## src/pshz_defines.vh

```
// Constants for the pipeline serialization and hazard control block
`ifndef PSHZ_DEFINES_VH
`define PSHZ_DEFINES_VH

`define PSHZ_SPR_W 10
// Register numbers
`define PSHZ_SPR_INT_EXC 10'h001
`define PSHZ_SPR_LINK 10'h008
`define PSHZ_SPR_LOOP 10'h009
`define PSHZ_SPR_DFSTAT 10'h012
`define PSHZ_SPR_FADDR 10'h013
`define PSHZ_SPR_DOWN 10'h016
`define PSHZ_SPR_SR0 10'h01A
`define PSHZ_SPR_SR1 10'h01B
`define PSHZ_SPR_IRQ_EN 10'h050
`define PSHZ_SPR_IRQ_DIS 10'h051
`define PSHZ_SPR_NONREC 10'h052
`define PSHZ_SPR_CMP_A 10'h090
`define PSHZ_SPR_CMP_D 10'h093
`define PSHZ_SPR_CAUSE 10'h094
`define PSHZ_SPR_DBG_EN 10'h095
`define PSHZ_SPR_CNT_A 10'h096
`define PSHZ_SPR_CNT_B 10'h097
`define PSHZ_SPR_CMP_E 10'h098
`define PSHZ_SPR_LB_TWO 10'h09D
`define PSHZ_SPR_IB_CTL 10'h09E
`define PSHZ_SPR_BRK_ADR 10'h09F
`define PSHZ_SPR_TB_RD_LO 10'h10C
`define PSHZ_SPR_TB_RD_HI 10'h10D
`define PSHZ_SPR_SCR_0 10'h110
`define PSHZ_SPR_SCR_3 10'h113
`define PSHZ_SPR_TB_WR_LO 10'h11C
`define PSHZ_SPR_TB_WR_HI 10'h11D
`define PSHZ_SPR_VERSION 10'h11F
`define PSHZ_SPR_IC_CST 10'h230
`define PSHZ_SPR_IC_DAT 10'h232
`define PSHZ_SPR_DEVPORT 10'h276
`define PSHZ_SPR_FP_CAUSE 10'h3FE

// Serialization classes
`define PSHZ_SER_NONE 3'h0
`define PSHZ_SER_FULL 3'h1
`define PSHZ_SER_FETCH 3'h2
`define PSHZ_SER_LDST 3'h3
`define PSHZ_SER_STORE 3'h4

// Hazard counts in clocks or bubbles
`define PSHZ_MUL_MUL_BLK 2'h1
`define PSHZ_MUL_DIV_BLK 2'h2
`define PSHZ_INT_LOAD_BUB 2'h1
`define PSHZ_EXT_LOAD_BUB 2'h3
`define PSHZ_HB_RETIRE_BUB 2'h1

`endif

```

## src/pshz_ctrl.v

```verilog
// Issue serialization and hazard control for a single-issue core
`timescale 1ns/1ps
`include "pshz_defines.vh"

// Overview of operation
// - Multiply blocks one clock before multiply, two clocks before divide.
// - Buffered store frees pipeline; next bus access waits for free bus.
// - Writes to regs 1, 18, 19 fully serialize; reads wait loads/stores.
// - Writes to 144-151, 158 and state register fetch serialize.
// - Regs 152-157, 159: write fetch serialize, read waits loads/stores.
// - Move-to 268 or 269 raises emulation exception, time base kept.
// - Time-base read of 284 or 285 raises emulation exception.
// - Version register 287 access never serializes.
// - Condition register serializes only for move-to-fields.
// - Dependent use of internal zero-wait load gets exactly one bubble.
// - Single-cycle wins write-back bus; multiply deferred one clock.
// - Load and single-cycle write back together in separate ticks.
// - Fastest external load dependent gets three bubbles.
// - Full history buffer stalls issue; one extra bubble after free.
// - Store behind unfinished float waits write-back; issue goes on.
// - Branch unit runs in parallel from prefetch queue, bubbles overlap.
// - Unresolved compare: predict, fetch, hold queue without executing.
// - Compare write-back re-evaluates; correct prediction continues.
module pshz_ctrl (
    input wire core_clk,
    input wire sys_rst,
    input wire iss_valid,
    input wire iss_is_spr,
    input wire iss_spr_write,
    input wire iss_spr_tb_read,
    input wire [`PSHZ_SPR_W-1:0] iss_spr_num,
    input wire iss_is_msr_write,
    input wire iss_is_cr_fields,
    input wire iss_is_mul,
    input wire iss_is_div,
    input wire iss_is_single,
    input wire iss_is_load,
    input wire iss_load_ext,
    input wire iss_is_store,
    input wire iss_uses_load,
    input wire iss_is_branch,
    input wire iss_is_float,
    input wire iss_dep_cmp,
    input wire iss_predict_taken,
    input wire lsu_busy,
    input wire bus_free,
    input wire pipe_idle,
    input wire hb_full,
    input wire hb_wb_free,
    input wire fp_wb_done,
    input wire cmp_wb,
    input wire cmp_taken,
    output reg issue_stall,
    output reg fetch_serialize,
    output reg emul_exc,
    output reg tb_update_en,
    output reg mul_wb_defer,
    output reg load_wb_tick,
    output reg store_bus_go,
    output reg branch_hold,
    output reg queue_flush,
    output reg refetch_req,
    output reg ser_active
);

    localparam ST_RUN = 3'b001;
    localparam ST_SER = 3'b010;
    localparam ST_LDST = 3'b100;

    reg [2:0] state_q;
    reg [2:0] state_d;
    reg [1:0] blk_q;
    reg [1:0] load_bub_q;
    reg load_dst_pend_q;
    reg hb_wait_q;
    reg hb_retire_q;
    reg store_pend_q;
    reg fp_pend_q;
    reg pred_pend_q;
    reg pred_dir_q;
    reg mul_wb_q;

    reg [2:0] ser_cls;
    reg tb_emul;
    wire [`PSHZ_SPR_W-1:0] n;

    assign n = iss_spr_num;

    // -------------------------------------------------
    // Serialization class decode
    // -------------------------------------------------
    always @* begin
        ser_cls = `PSHZ_SER_NONE;
        tb_emul = 1'b0;
        if (iss_valid && iss_is_spr) begin
            if (n == `PSHZ_SPR_INT_EXC || n == `PSHZ_SPR_DFSTAT ||
                n == `PSHZ_SPR_FADDR) begin
                ser_cls = iss_spr_write ? `PSHZ_SER_FULL
                                        : `PSHZ_SER_LDST;
            end else if ((n >= `PSHZ_SPR_CMP_A && n <= `PSHZ_SPR_CNT_B) ||
                         n == `PSHZ_SPR_IB_CTL) begin
                if (iss_spr_write)
                    ser_cls = `PSHZ_SER_FETCH;
            end else if ((n >= `PSHZ_SPR_CMP_E && n <= `PSHZ_SPR_LB_TWO) ||
                         n == `PSHZ_SPR_BRK_ADR) begin
                ser_cls = iss_spr_write ? `PSHZ_SER_FETCH
                                        : `PSHZ_SER_LDST;
            end else if (n == `PSHZ_SPR_TB_RD_LO ||
                         n == `PSHZ_SPR_TB_RD_HI) begin
                if (iss_spr_write)
                    tb_emul = 1'b1;
            end else if (n == `PSHZ_SPR_TB_WR_LO ||
                         n == `PSHZ_SPR_TB_WR_HI) begin
                if (iss_spr_tb_read)
                    tb_emul = 1'b1;
                else if (iss_spr_write)
                    ser_cls = `PSHZ_SER_STORE;
            end else if (n == `PSHZ_SPR_VERSION) begin
                ser_cls = `PSHZ_SER_NONE;
            end else if (n == `PSHZ_SPR_DEVPORT) begin
                ser_cls = `PSHZ_SER_FULL;
            end else if (n == `PSHZ_SPR_LINK || n == `PSHZ_SPR_LOOP) begin
                ser_cls = `PSHZ_SER_NONE;
            end else if (n >= `PSHZ_SPR_IC_CST && n <= `PSHZ_SPR_IC_DAT) begin
                if (iss_spr_write)
                    ser_cls = `PSHZ_SER_STORE;
            end else if (n == `PSHZ_SPR_DOWN || n == `PSHZ_SPR_SR0 ||
                         n == `PSHZ_SPR_SR1 ||
                         (n >= `PSHZ_SPR_IRQ_EN && n <= `PSHZ_SPR_NONREC) ||
                         (n >= `PSHZ_SPR_SCR_0 && n <= `PSHZ_SPR_SCR_3) ||
                         n == `PSHZ_SPR_FP_CAUSE) begin
                if (iss_spr_write)
                    ser_cls = `PSHZ_SER_FULL;
            end
        end else if (iss_valid && iss_is_msr_write) begin
            ser_cls = `PSHZ_SER_FETCH;
        end else if (iss_valid && iss_is_cr_fields) begin
            ser_cls = `PSHZ_SER_FULL;
        end
    end

    // -------------------------------------------------
    // Serialization state machine
    // -------------------------------------------------
    always @* begin
        state_d = state_q;
        case (state_q)
            ST_RUN: begin
                if (ser_cls == `PSHZ_SER_FULL ||
                    ser_cls == `PSHZ_SER_FETCH)
                    state_d = ST_SER;
                else if (ser_cls == `PSHZ_SER_LDST)
                    state_d = ST_LDST;
            end
            ST_SER: begin
                if (pipe_idle && !lsu_busy)
                    state_d = ST_RUN;
            end
            ST_LDST: begin
                if (!lsu_busy)
                    state_d = ST_RUN;
            end
            default: state_d = ST_RUN;
        endcase
    end

    wire hazard_stall;
    assign hazard_stall = (blk_q != 2'h0) || (load_bub_q != 2'h0) ||
                          hb_wait_q || hb_retire_q || hb_full;

    // -------------------------------------------------
    // Hazard and output registers
    // -------------------------------------------------
    always @(posedge core_clk or posedge sys_rst) begin
        if (sys_rst) begin
            state_q <= ST_RUN;
            blk_q <= 2'h0;
            load_bub_q <= 2'h0;
            load_dst_pend_q <= 1'b0;
            hb_wait_q <= 1'b0;
            hb_retire_q <= 1'b0;
            store_pend_q <= 1'b0;
            fp_pend_q <= 1'b0;
            pred_pend_q <= 1'b0;
            pred_dir_q <= 1'b0;
            mul_wb_q <= 1'b0;
            issue_stall <= 1'b0;
            fetch_serialize <= 1'b0;
            emul_exc <= 1'b0;
            tb_update_en <= 1'b0;
            mul_wb_defer <= 1'b0;
            load_wb_tick <= 1'b0;
            store_bus_go <= 1'b0;
            branch_hold <= 1'b0;
            queue_flush <= 1'b0;
            refetch_req <= 1'b0;
            ser_active <= 1'b0;
        end else begin
            state_q <= state_d;
            ser_active <= (state_d != ST_RUN);
            fetch_serialize <= (state_q == ST_RUN) &&
                               (ser_cls == `PSHZ_SER_FETCH);
            emul_exc <= tb_emul;
            tb_update_en <= iss_valid && iss_is_spr && iss_spr_write &&
                            !tb_emul &&
                            ser_cls == `PSHZ_SER_STORE;
            // Multiply blockage by successor
            if (blk_q != 2'h0)
                blk_q <= blk_q - 2'h1;
            else if (iss_valid && iss_is_mul)
                blk_q <= iss_is_div ? `PSHZ_MUL_DIV_BLK
                                    : `PSHZ_MUL_MUL_BLK;
            // Load-use bubbles
            if (load_bub_q != 2'h0)
                load_bub_q <= load_bub_q - 2'h1;
            else if (iss_valid && iss_uses_load && load_dst_pend_q)
                load_bub_q <= iss_load_ext ? `PSHZ_EXT_LOAD_BUB
                                           : `PSHZ_INT_LOAD_BUB;
            load_dst_pend_q <= iss_valid && iss_is_load;
            // Write-back bus arbitration
            mul_wb_q <= iss_valid && iss_is_mul;
            mul_wb_defer <= mul_wb_q && iss_valid && iss_is_single;
            load_wb_tick <= iss_valid && iss_is_load && iss_is_single;
            // History buffer full
            if (hb_full)
                hb_wait_q <= 1'b1;
            else if (hb_wait_q && hb_wb_free)
                hb_wait_q <= 1'b0;
            hb_retire_q <= hb_wait_q && hb_wb_free;
            // Store ordering
            if (fp_wb_done)
                fp_pend_q <= 1'b0;
            if (iss_valid && iss_is_float)
                fp_pend_q <= 1'b1;
            if (iss_valid && iss_is_store)
                store_pend_q <= 1'b1;
            else if (store_bus_go)
                store_pend_q <= 1'b0;
            store_bus_go <= store_pend_q && bus_free && !store_bus_go &&
                            (!fp_pend_q || fp_wb_done);
            // Branch prediction
            queue_flush <= 1'b0;
            refetch_req <= 1'b0;
            if (pred_pend_q && cmp_wb) begin
                pred_pend_q <= 1'b0;
                if (cmp_taken != pred_dir_q) begin
                    queue_flush <= 1'b1;
                    refetch_req <= 1'b1;
                end
            end else if (iss_valid && iss_is_branch && iss_dep_cmp) begin
                pred_pend_q <= 1'b1;
                pred_dir_q <= iss_predict_taken;
            end
            branch_hold <= (pred_pend_q && !cmp_wb) ||
                           (iss_valid && iss_is_branch && iss_dep_cmp);
            // Branches are not counted in hazard stalls
            issue_stall <= hazard_stall || (state_d != ST_RUN);
        end
    end

endmodule

```

## config.mk

```make
export PLATFORM = sky130hd
export DESIGN_NAME = pshz_ctrl
export DESIGN_NICKNAME = d
export VERILOG_FILES = /design/src/pshz_ctrl.v
export VERILOG_INCLUDE_DIRS = /design/src /design/src/src
export SDC_FILE = /design/constraint.sdc
export NUM_CORES = 1
export LEC_CHECK = 0
export BUFFER_PORTS_ARGS = -buffer_cell sky130_fd_sc_hd__buf_2
export CAP_MARGIN = 20
export CORE_UTILIZATION = 25
export DETAILED_ROUTE_END_ITERATION = 6
export PLACE_DENSITY = 0.45
export SYNTH_ARGS = -nofsm -noshare
export SYNTH_HDL_FRONTEND = slang
export SYNTH_SLANG_ARGS = --single-unit
```

## constraint.sdc

```tcl
create_clock -name core_clk -period 1.5 [get_ports core_clk]
set_clock_uncertainty 0.15 [all_clocks]
set_input_delay 0.15 -clock core_clk [delete_from_list [all_inputs] [get_ports core_clk]]
set_output_delay 0.15 -clock core_clk [all_outputs]
set_load 0.05 [all_outputs]
```

==> results.yml, run 1 <==
timing:
  relSlewSlack: 0.744
  worst_pin_slew_ps: 384
  rsz0062_at_grt: "yes"
  slew_viol_final: 0
  setup_ws_ps: -384
  finalCritPeriodShare: 1.26
  hold-worst-slack_ps: 7.38
  setup_viol: 8
  period_minus_slack_ps: 1880
  finalSetupTns_ps: -2140
  finalHoldViolations: 0
  fmax_mhz: 531
cts:
  htreeDepth: 1
  cts_tree: "yes"
  postCtsSetupRepairBufs: 0
  insertion_delay_ps: 260
  clk_path_buf_depth: 2
  cts_buffers: 3
  clk_pin_slew_ps: 80
  cts.root.buffer_cell: "clkbuf_8"
  cts.sinks: 25
synth:
  synth_warnings: 0
  netlist_area_um2: 1370
  ys_ff_latch: 25
  ys_seq_area_frac: 0.458
  ys_async_sr_fraction: 1.00
  synth_nets: 181
  synthFlopType: "dfrtp_1"
  synth_edf_count: 0
  syn_area_per_cell_um2: 9.50
  synthCells: 144
  ys_types: 46
global_routing:
  grt_pass1_wl_um: 5800
  grt_use_total: 0.121
  antenna_found_initial: 0
  grt_pass1_vias: 1312
  grt_max_degree: 26
  grt_overflow: 0
power_and_ir_drop:
  power_leakage_nw: 1.02
  p_total_mw: 1.69
  powerDensity_nw_per_um2: 794
  peakVddDrop_v: 0.000418
critical_path:
  setup.worst_path.class: "input port to flop"
  crit_fanout: 4
  crit_path_start_kind: "input port"
  crit_arrival_ps: 1930
  end_kind: "flop"
  cp.required_ps: 1550
layout:
  largest_register_ffs: 3
  stdcell_area_um2: 2130
  top_register: "state_q"
  drive_above_1_share: 0.430
  fillers: 513
  antenna_cells: 0
  utilization: 0.411
  top_regs: "state_q (3), blk_q (2), load_bub_q (2)"
  area_delta_synth_final_pct: 55.4
  nets: 266
hold_path:
  hp-class: "input port to flop"
route:
  wl_per_cell_um: 11.5
  drcViolationCount: 0
  ant_nets: 0
  wl_um: 3440
  viasPerCell: 4.53
  via_count: 1349
  dr.pass1.iters: 4
  drt_iter0_drc: 53
die:
  initial_core_util: 0.264
  die_w_um: 76.0
  core.rowCount: 26
  die-area_um2: 5770
  fp.dieH_um: 76.0
  ios: 48
  core_um2: 5170
placement:
  placed_area_um2: 1870
  place_congestion: 0.850
  numPortBuffers: 47
  dpl.hpwl_um: 2660
outcome:
  outcome: "finished, violations left"
  violations: "setup timing"
flow_run:
  max-cap-violations: 0
layout make-up:
type                    count  area [um^2]  share of cell area
flip-flops and latches     25          627               0.295
multi-input cells         104          753               0.354
repair buffers             86          579               0.273
clock buffers               4         45.0              0.0212
well taps                  70         87.6              0.0412
inverters                   9         33.8              0.0159
logic make-up after synthesis:
kind of cell / share of synthesized area
compound gates: 0.170
simple gates: 0.297
xor+xnor: 0.0128
mux: 0.0156
flops: 0.458
buf+inv: 0.0457
report_power, final:
| group | switching (mW) | internal (mW) | total, mW |
|---|---|---|---|
| registers | 0.0569 | 0.756 | 0.813 |
| logic | 0.280 | 0.221 | 0.501 |
| clock network | 0.185 | 0.189 | 0.375 |
layout by cell type, fill, tap and decap left out, types with 4 or more instances in the layout:
cell type / Yosys / layout
a21oi_1: 8 / 8
buf_2: 1 / 44
buf_4: 1 / 26
dfrtp_1: 24 / 24
dlygate4sd3_1: 0 / 13
inv_1: 9 / 9
nand2_1: 15 / 15
nand2b_1: 4 / 4
nand3_1: 4 / 4
nand4b_1: 4 / 4
nor2_1: 10 / 9
o21ai_0: 4 / 4
or3_1: 4 / 4
per-layer routing:
metal | wire [um] | track usage
met1 | 1610 | 0.163
met2 | 1640 | 0.204
met3 | 140 | 0.0108
met4 | 49 | 0.0423
met5 | 0 | 0
cells in the mapped netlist, types with 3 or more instances:
cell | count | area share
nand3_1 | 4 | 0.015
nand4b_1 | 4 | 0.026
clkbuf_1 | 3 | 0.0082
inv_1 | 9 | 0.025
nand2b_1 | 4 | 0.018
a21oi_1 | 8 | 0.029
nor3_1 | 4 | 0.015
nor3b_1 | 3 | 0.016
nor2_1 | 10 | 0.027
and3_1 | 3 | 0.014
or3_1 | 4 | 0.018
o21ai_0 | 4 | 0.015
and2_1 | 3 | 0.014
dfrtp_1 | 24 | 0.44
o21ai_1 | 3 | 0.011
nand2_1 | 15 | 0.041
nand3b_1 | 3 | 0.016
stage by stage:
stage	instances	worst slack [ps]
2_1_floorplan	144	-499
3_3_place_gp	281	-657
3_5_place_dp	281	-699
4_1_cts	299	-386
5_1_grt	298	-446
6_report	298	-384
critical path, cell delays in order:
cell and delay (ps):
buf_6 90, or3_4 410, or3_1 350, o41ai_2 80, a32oi_2 100, o32a_4 360
a32oi_4 240, nand4b_1 140
worst paths after layout:
| check | slack [ps] | cells after the start | start | end |
|---|---|---|---|---|
| worst max-delay path | -380 | 8 | iss_spr_num[7] | issue_stall$_DFF_PP0_ |
| worst min-delay path | 7 | 3 | fp_wb_done | fp_pend_q$_DFFE_PP0P_ |
| worst max register to register | -40 | 5 | state_q[2]$_DFF_PP0_ | issue_stall$_DFF_PP0_ |
| worst min register to register | 300 | 1 | blk_q[0]$_DFFE_PP0P_ | blk_q[0]$_DFFE_PP0P_ |
| max in group asynchronous | 590 | 4 | sys_rst | state_q[0]$_DFF_PP1_ |
| min in group asynchronous | 320 | 4 | sys_rst | pred_pend_q$_DFFE_PP0P_ |
repair_timing:
item,in CTS,in global routing
hold buffers,14,0
pin swaps,6,1
setup endpoints to repair,8,9
hold endpoints to repair,37,0
gates resized for setup,7,6
No activity file was read; power rests on OpenSTA's default activity.
==> inputs of run 2 (changes only) <==
Settings changed: BUFFER_PORTS_ARGS -buffer_cell sky130_fd_sc_hd__buf_2 to -buffer_cell sky130_fd_sc_hd__clkbuf_2.
==> results.yml, run 2 (synthesis gave the netlist of run 1 again) <==
outcome:
  outcome: "finished, violations left"
  violations: "setup timing"
cts:
  cts_buffers: 3
  cts.root.buffer_cell: "clkbuf_8"
  insertion_delay_ps: 260
  cts_tree: "yes"
  cts.sinks: 25
  clk_path_buf_depth: 2
  clk_pin_slew_ps: 80
  htreeDepth: 1
global_routing:
  grt_pass1_wl_um: 5730
  grt_pass1_vias: 1376
  antenna_found_initial: 0
  grt_overflow: 0
  grt_max_degree: 26
  grt_use_total: 0.121
critical_path:
  setup.worst_path.class: "input port to flop"
  reg2reg_slack_ps: -10
  r2r_cells: 5
  r2r_end: "issue_stall$_DFF_PP0_"
  crit_path_start_kind: "input port"
  crit_fanout: 4
  cp.required_ps: 1550
  worstReg2RegStart: "state_q[2]$_DFF_PP0_"
  crit_arrival_ps: 1880
  end_kind: "flop"
route:
  via_count: 1367
  wl_per_cell_um: 11.4
  drcViolationCount: 0
  dr.pass1.iters: 4
  viasPerCell: 4.59
  drt_iter0_drc: 33
  ant_nets: 0
  wl_um: 3400
hold_path:
  min-delay-start: "iss_uses_load"
  hold_depth: 3
  hp-class: "input port to flop"
  min_to: "load_bub_q[0]$_DFFE_PP0P_"
layout:
  regArea_um2: 627
  layout.cells.most_common_list: "clkbuf_2, buf_4, dfrtp_1"
  area_delta_synth_final_pct: 52.7
  antenna_cells: 0
  drive_above_1_share: 0.404
  instances_no_fill: 298
  fillers: 535
  largest_register_ffs: 3
  nets: 266
  top_regs: "state_q (3), blk_q (2), load_bub_q (2)"
  multi_input_area_um2: 713
  mostFrequentLayoutCell: "clkbuf_2"
  top_register: "state_q"
timing:
  slew_viol_final: 0
  hold-worst-slack_ps: 11.3
  finalSetupTns_ps: -1890
  setup_viol: 8
  rsz0062_at_grt: "yes"
  worst_pin_slew_ps: 377
  finalHoldViolations: 0
  period_minus_slack_ps: 1830
  relSlewSlack: 0.748
  setup_ws_ps: -329
  fmax_mhz: 547
  finalCritPeriodShare: 1.22
placement:
  numPortBuffers: 47
  place_congestion: 0.913
  dpl.hpwl_um: 2720
  place_worst_setup_slack_ps: -647
  dp.cells: 280
die:
  fp.dieH_um: 76.0
  initial_core_util: 0.264
  ios: 48
  die-area_um2: 5770
  core.rowCount: 26
  die_w_um: 76.0
  core_um2: 5170
power_and_ir_drop:
  power_leakage_nw: 0.998
  peakVddDrop_v: 0.000369
  powerDensity_nw_per_um2: 805
flow_run:
  max-cap-violations: 0
==> run 2: metal layers <==
| metal | GRT usage | up-vias | wire (um) |
|---|---|---|---|
| li1 | - | 684 | - |
| met1 | 0.140 | 638 | 1490 |
| met2 | 0.220 | 39 | 1690 |
| met3 | 0.0133 | 6 | 147 |
| met4 | 0.0596 | 0 | 65 |
| met5 | 0 | - | 0 |
==> run 2: area by class of cell <==
cell class / instances / share of cell area
Inverter: 9 / 0.0162
Tap cell: 70 / 0.0419
Clock buffer: 4 / 0.0216
Sequential cell: 25 / 0.300
Multi-Input combinational cell: 104 / 0.342
Timing Repair Buffer: 86 / 0.279
==> run 2: worst max-delay path, stage by stage <==
cell and delay (ps):
buf_6 90, or3_4 410, or3_1 310, o21ai_1 80
a32oi_1 130, o32a_4 350, a32oi_2 220, nand4b_1 140
==> run 2: timing repair <==
| action | CTS | global route |
|---|---|---|
| setup endpoints to repair | 8 | 9 |
| endpoints found under the hold margin | 37 | 0 |
| gates resized for setup | 2 | 5 |
| pin swaps | 4 | 4 |
| buffers inserted | 0 | 0 |
| hold buffers | 15 | 0 |
==> run 2: worst max-delay path by stage <==
stage / startpoint / to / slack [ps] / depth (start not counted)
2_1_floorplan: iss_spr_num[4] / state_q[2]$_DFF_PP0_ / -500 / 7
3_3_place_gp: iss_spr_num[7] / state_q[1]$_DFF_PP0_ / -630 / 8
3_5_place_dp: iss_spr_num[7] / state_q[1]$_DFF_PP0_ / -650 / 8
4_1_cts: iss_spr_num[7] / issue_stall$_DFF_PP0_ / -320 / 8
5_1_grt: iss_spr_num[7] / issue_stall$_DFF_PP0_ / -450 / 8
6_report: iss_spr_num[7] / issue_stall$_DFF_PP0_ / -330 / 8
==> run 2: power by group <==
group / internal (mW) / switching (mW) / leakage [nW] / total, mW
combinational: 0.211 / 0.271 / 0.655 / 0.482
clock: 0.190 / 0.198 / 0.0228 / 0.387
sequential: 0.756 / 0.0545 / 0.320 / 0.811
total: 1.16 / 0.524 / 0.998 / 1.68
==> run 2: through the flow <==
| stage | area (um^2) | utilization | power, mW |
|---|---|---|---|
| 2_1_floorplan | 1400 | - | 1.10 |
| 3_3_place_gp | 1860 | 0.360 | 1.26 |
| 3_5_place_dp | 1860 | 0.360 | 1.27 |
| 4_1_cts | 2070 | 0.400 | 1.69 |
| 5_1_grt | 2090 | 0.404 | 1.77 |
| 6_report | 2090 | 0.404 | 1.68 |
==> inputs of run 3 (changes only) <==
Settings changed: PLACE_DENSITY 0.45 to 0.56.
==> results.yml, run 3 (synthesis gave the netlist of run 1 again) <==
power_and_ir_drop:
  powerDensity_nw_per_um2: 804
  power_leakage_nw: 1.02
  peakVddDrop_v: 0.000537
  p_total_mw: 1.72
critical_path:
  setup.worst_path.class: "input port to flop"
  crit_arrival_ps: 1860
  cp_top_family: "simple AND/OR/NAND/NOR gates"
  crit_buf_inv: 1
  r2r_end: "issue_stall$_DFF_PP0_"
  crit_fanout: 4
  cp.depth: 8
  crit_path_start_kind: "input port"
  cp.required_ps: 1550
  cp_slowest_cell: "or3_4"
  cpPeakStageDelay_ps: 410
  end_kind: "flop"
  crit_chain: "buf_6 -> or3_4 -> or3_1 -> o41ai_2 -> a32oi_1 -> o32a_4 -> a32oi_4 -> nand4b_1"
  reg2reg_slack_ps: -20
  r2r_cells: 5
  worstReg2RegStart: "state_q[2]$_DFF_PP0_"
layout:
  nets: 269
  mostFrequentLayoutCell: "clkbuf_2"
  stdcell_area_um2: 2140
  largest_register_ffs: 3
  top_register: "state_q"
  top_regs: "state_q (3), blk_q (2), load_bub_q (2)"
  area_delta_synth_final_pct: 56.5
  drive_above_1_share: 0.424
  antenna_cells: 0
  layout.cells.most_common_list: "clkbuf_2, buf_4, dfrtp_1"
  fillers: 512
route:
  viasPerCell: 4.48
  via_count: 1349
  drt_iter0_drc: 73
  wl_per_cell_um: 10.9
  ant_nets: 0
  wl_um: 3280
  dr.pass1.iters: 4
  drcViolationCount: 0
global_routing:
  grt_pass1_vias: 1286
  grt_use_total: 0.117
  grt_pass1_wl_um: 5540
  grt_overflow: 0
  grt_max_degree: 26
  antenna_found_initial: 0
placement:
  dpl.hpwl_um: 2500
  numPortBuffers: 47
  place_congestion: 0.844
  placed_area_um2: 1860
flow_run:
  max-cap-violations: 0
timing:
  relSlewSlack: 0.739
  hold-worst-slack_ps: -8.50
  slew_viol_final: 0
  finalHoldViolations: 1
  fmax_mhz: 554
  rsz0062_at_grt: "yes"
  setup_ws_ps: -304
  finalCritPeriodShare: 1.20
  worst_pin_slew_ps: 391
  setup_viol: 8
  period_minus_slack_ps: 1800
  finalSetupTns_ps: -1800
hold_path:
  min_to: "branch_hold$_DFF_PP0_"
  hp-class: "input port to flop"
  min-delay-start: "iss_is_branch"
  hold_depth: 3
die:
  initial_core_util: 0.264
  die-area_um2: 5770
  die_w_um: 76.0
  ios: 48
  fp.dieH_um: 76.0
  core_um2: 5170
  core.rowCount: 26
cts:
  htreeDepth: 1
  cts.root.buffer_cell: "clkbuf_8"
  clk_path_buf_depth: 2
  insertion_delay_ps: 260
  cts_tree: "yes"
  clk_pin_slew_ps: 80
  cts.sinks: 25
  cts_buffers: 3
outcome:
  outcome: "finished, violations left"
  violations: "hold timing, setup timing"
## run 3: cell types whose count changed in the layout (fill, tap and decap cells not counted), sizes merged
| cell | delta |
|---|---|
| dlygate4sd3 | +2 |
| clkinv | +1 |
## run 3: where the power goes
part	switching [mW]	internal, mW
clock network	0.200	0.186
registers	0.0594	0.756
logic	0.282	0.239
total	0.541	1.18
## run 3: timing repair
action	4_1_cts	5_1_grt
hold endpoints to repair	38	0
gates resized for setup	3	7
pin swaps	7	3
buffers inserted	2	1
hold buffers	17	0
setup endpoints to repair	8	11
## run 3: metrics by stage
step / setup slack (ps) / hold slack (ps) / cells / utilization
after floorplan: -499 / 26.6 / 144 / -
after global placement: -655 / 46.1 / 279 / 0.359
after detailed placement: -667 / 44.6 / 279 / 0.359
after CTS: -346 / 4.26 / 302 / 0.407
after global routing: -367 / 7.52 / 301 / 0.414
final: -304 / -8.50 / 301 / 0.414
## run 3: metal layers
| metal | GRT usage | up-vias | routed length (um) |
|---|---|---|---|
| li1 | - | 687 | - |
| met1 | 0.145 | 617 | 1560 |
| met2 | 0.199 | 41 | 1510 |
| met3 | 0.0193 | 4 | 168 |
| met4 | 0.0519 | 0 | 44 |
| met5 | 0 | - | 0 |
## run 3: worst max-delay path by stage
stage,start,to
2_1_floorplan,iss_spr_num[4],state_q[2]$_DFF_PP0_
3_3_place_gp,iss_spr_num[7],state_q[1]$_DFF_PP0_
3_5_place_dp,iss_spr_num[7],issue_stall$_DFF_PP0_
4_1_cts,iss_spr_num[5],issue_stall$_DFF_PP0_
5_1_grt,iss_spr_num[5],issue_stall$_DFF_PP0_
6_report,iss_spr_num[5],issue_stall$_DFF_PP0_
## run 3: layout make-up
cell class | instances | area (um^2) | area share
sequential | 25 | 627 | 0.293
clock inverter | 1 | 5.00 | 0.00234
timing repair buffer | 89 | 599 | 0.280
clock buffer | 3 | 41.3 | 0.0193
multi-input combinational | 104 | 747 | 0.349
tap | 70 | 87.6 | 0.0409
inverter | 9 | 33.8 | 0.0158
## run 3: worst register-to-register path, stage by stage (launching register included)
cell and delay, ps:
dfrtp_1 400, a21oi_1 170, a21oi_1 80, or2_2 300
a32oi_4 220, nand4b_1 140
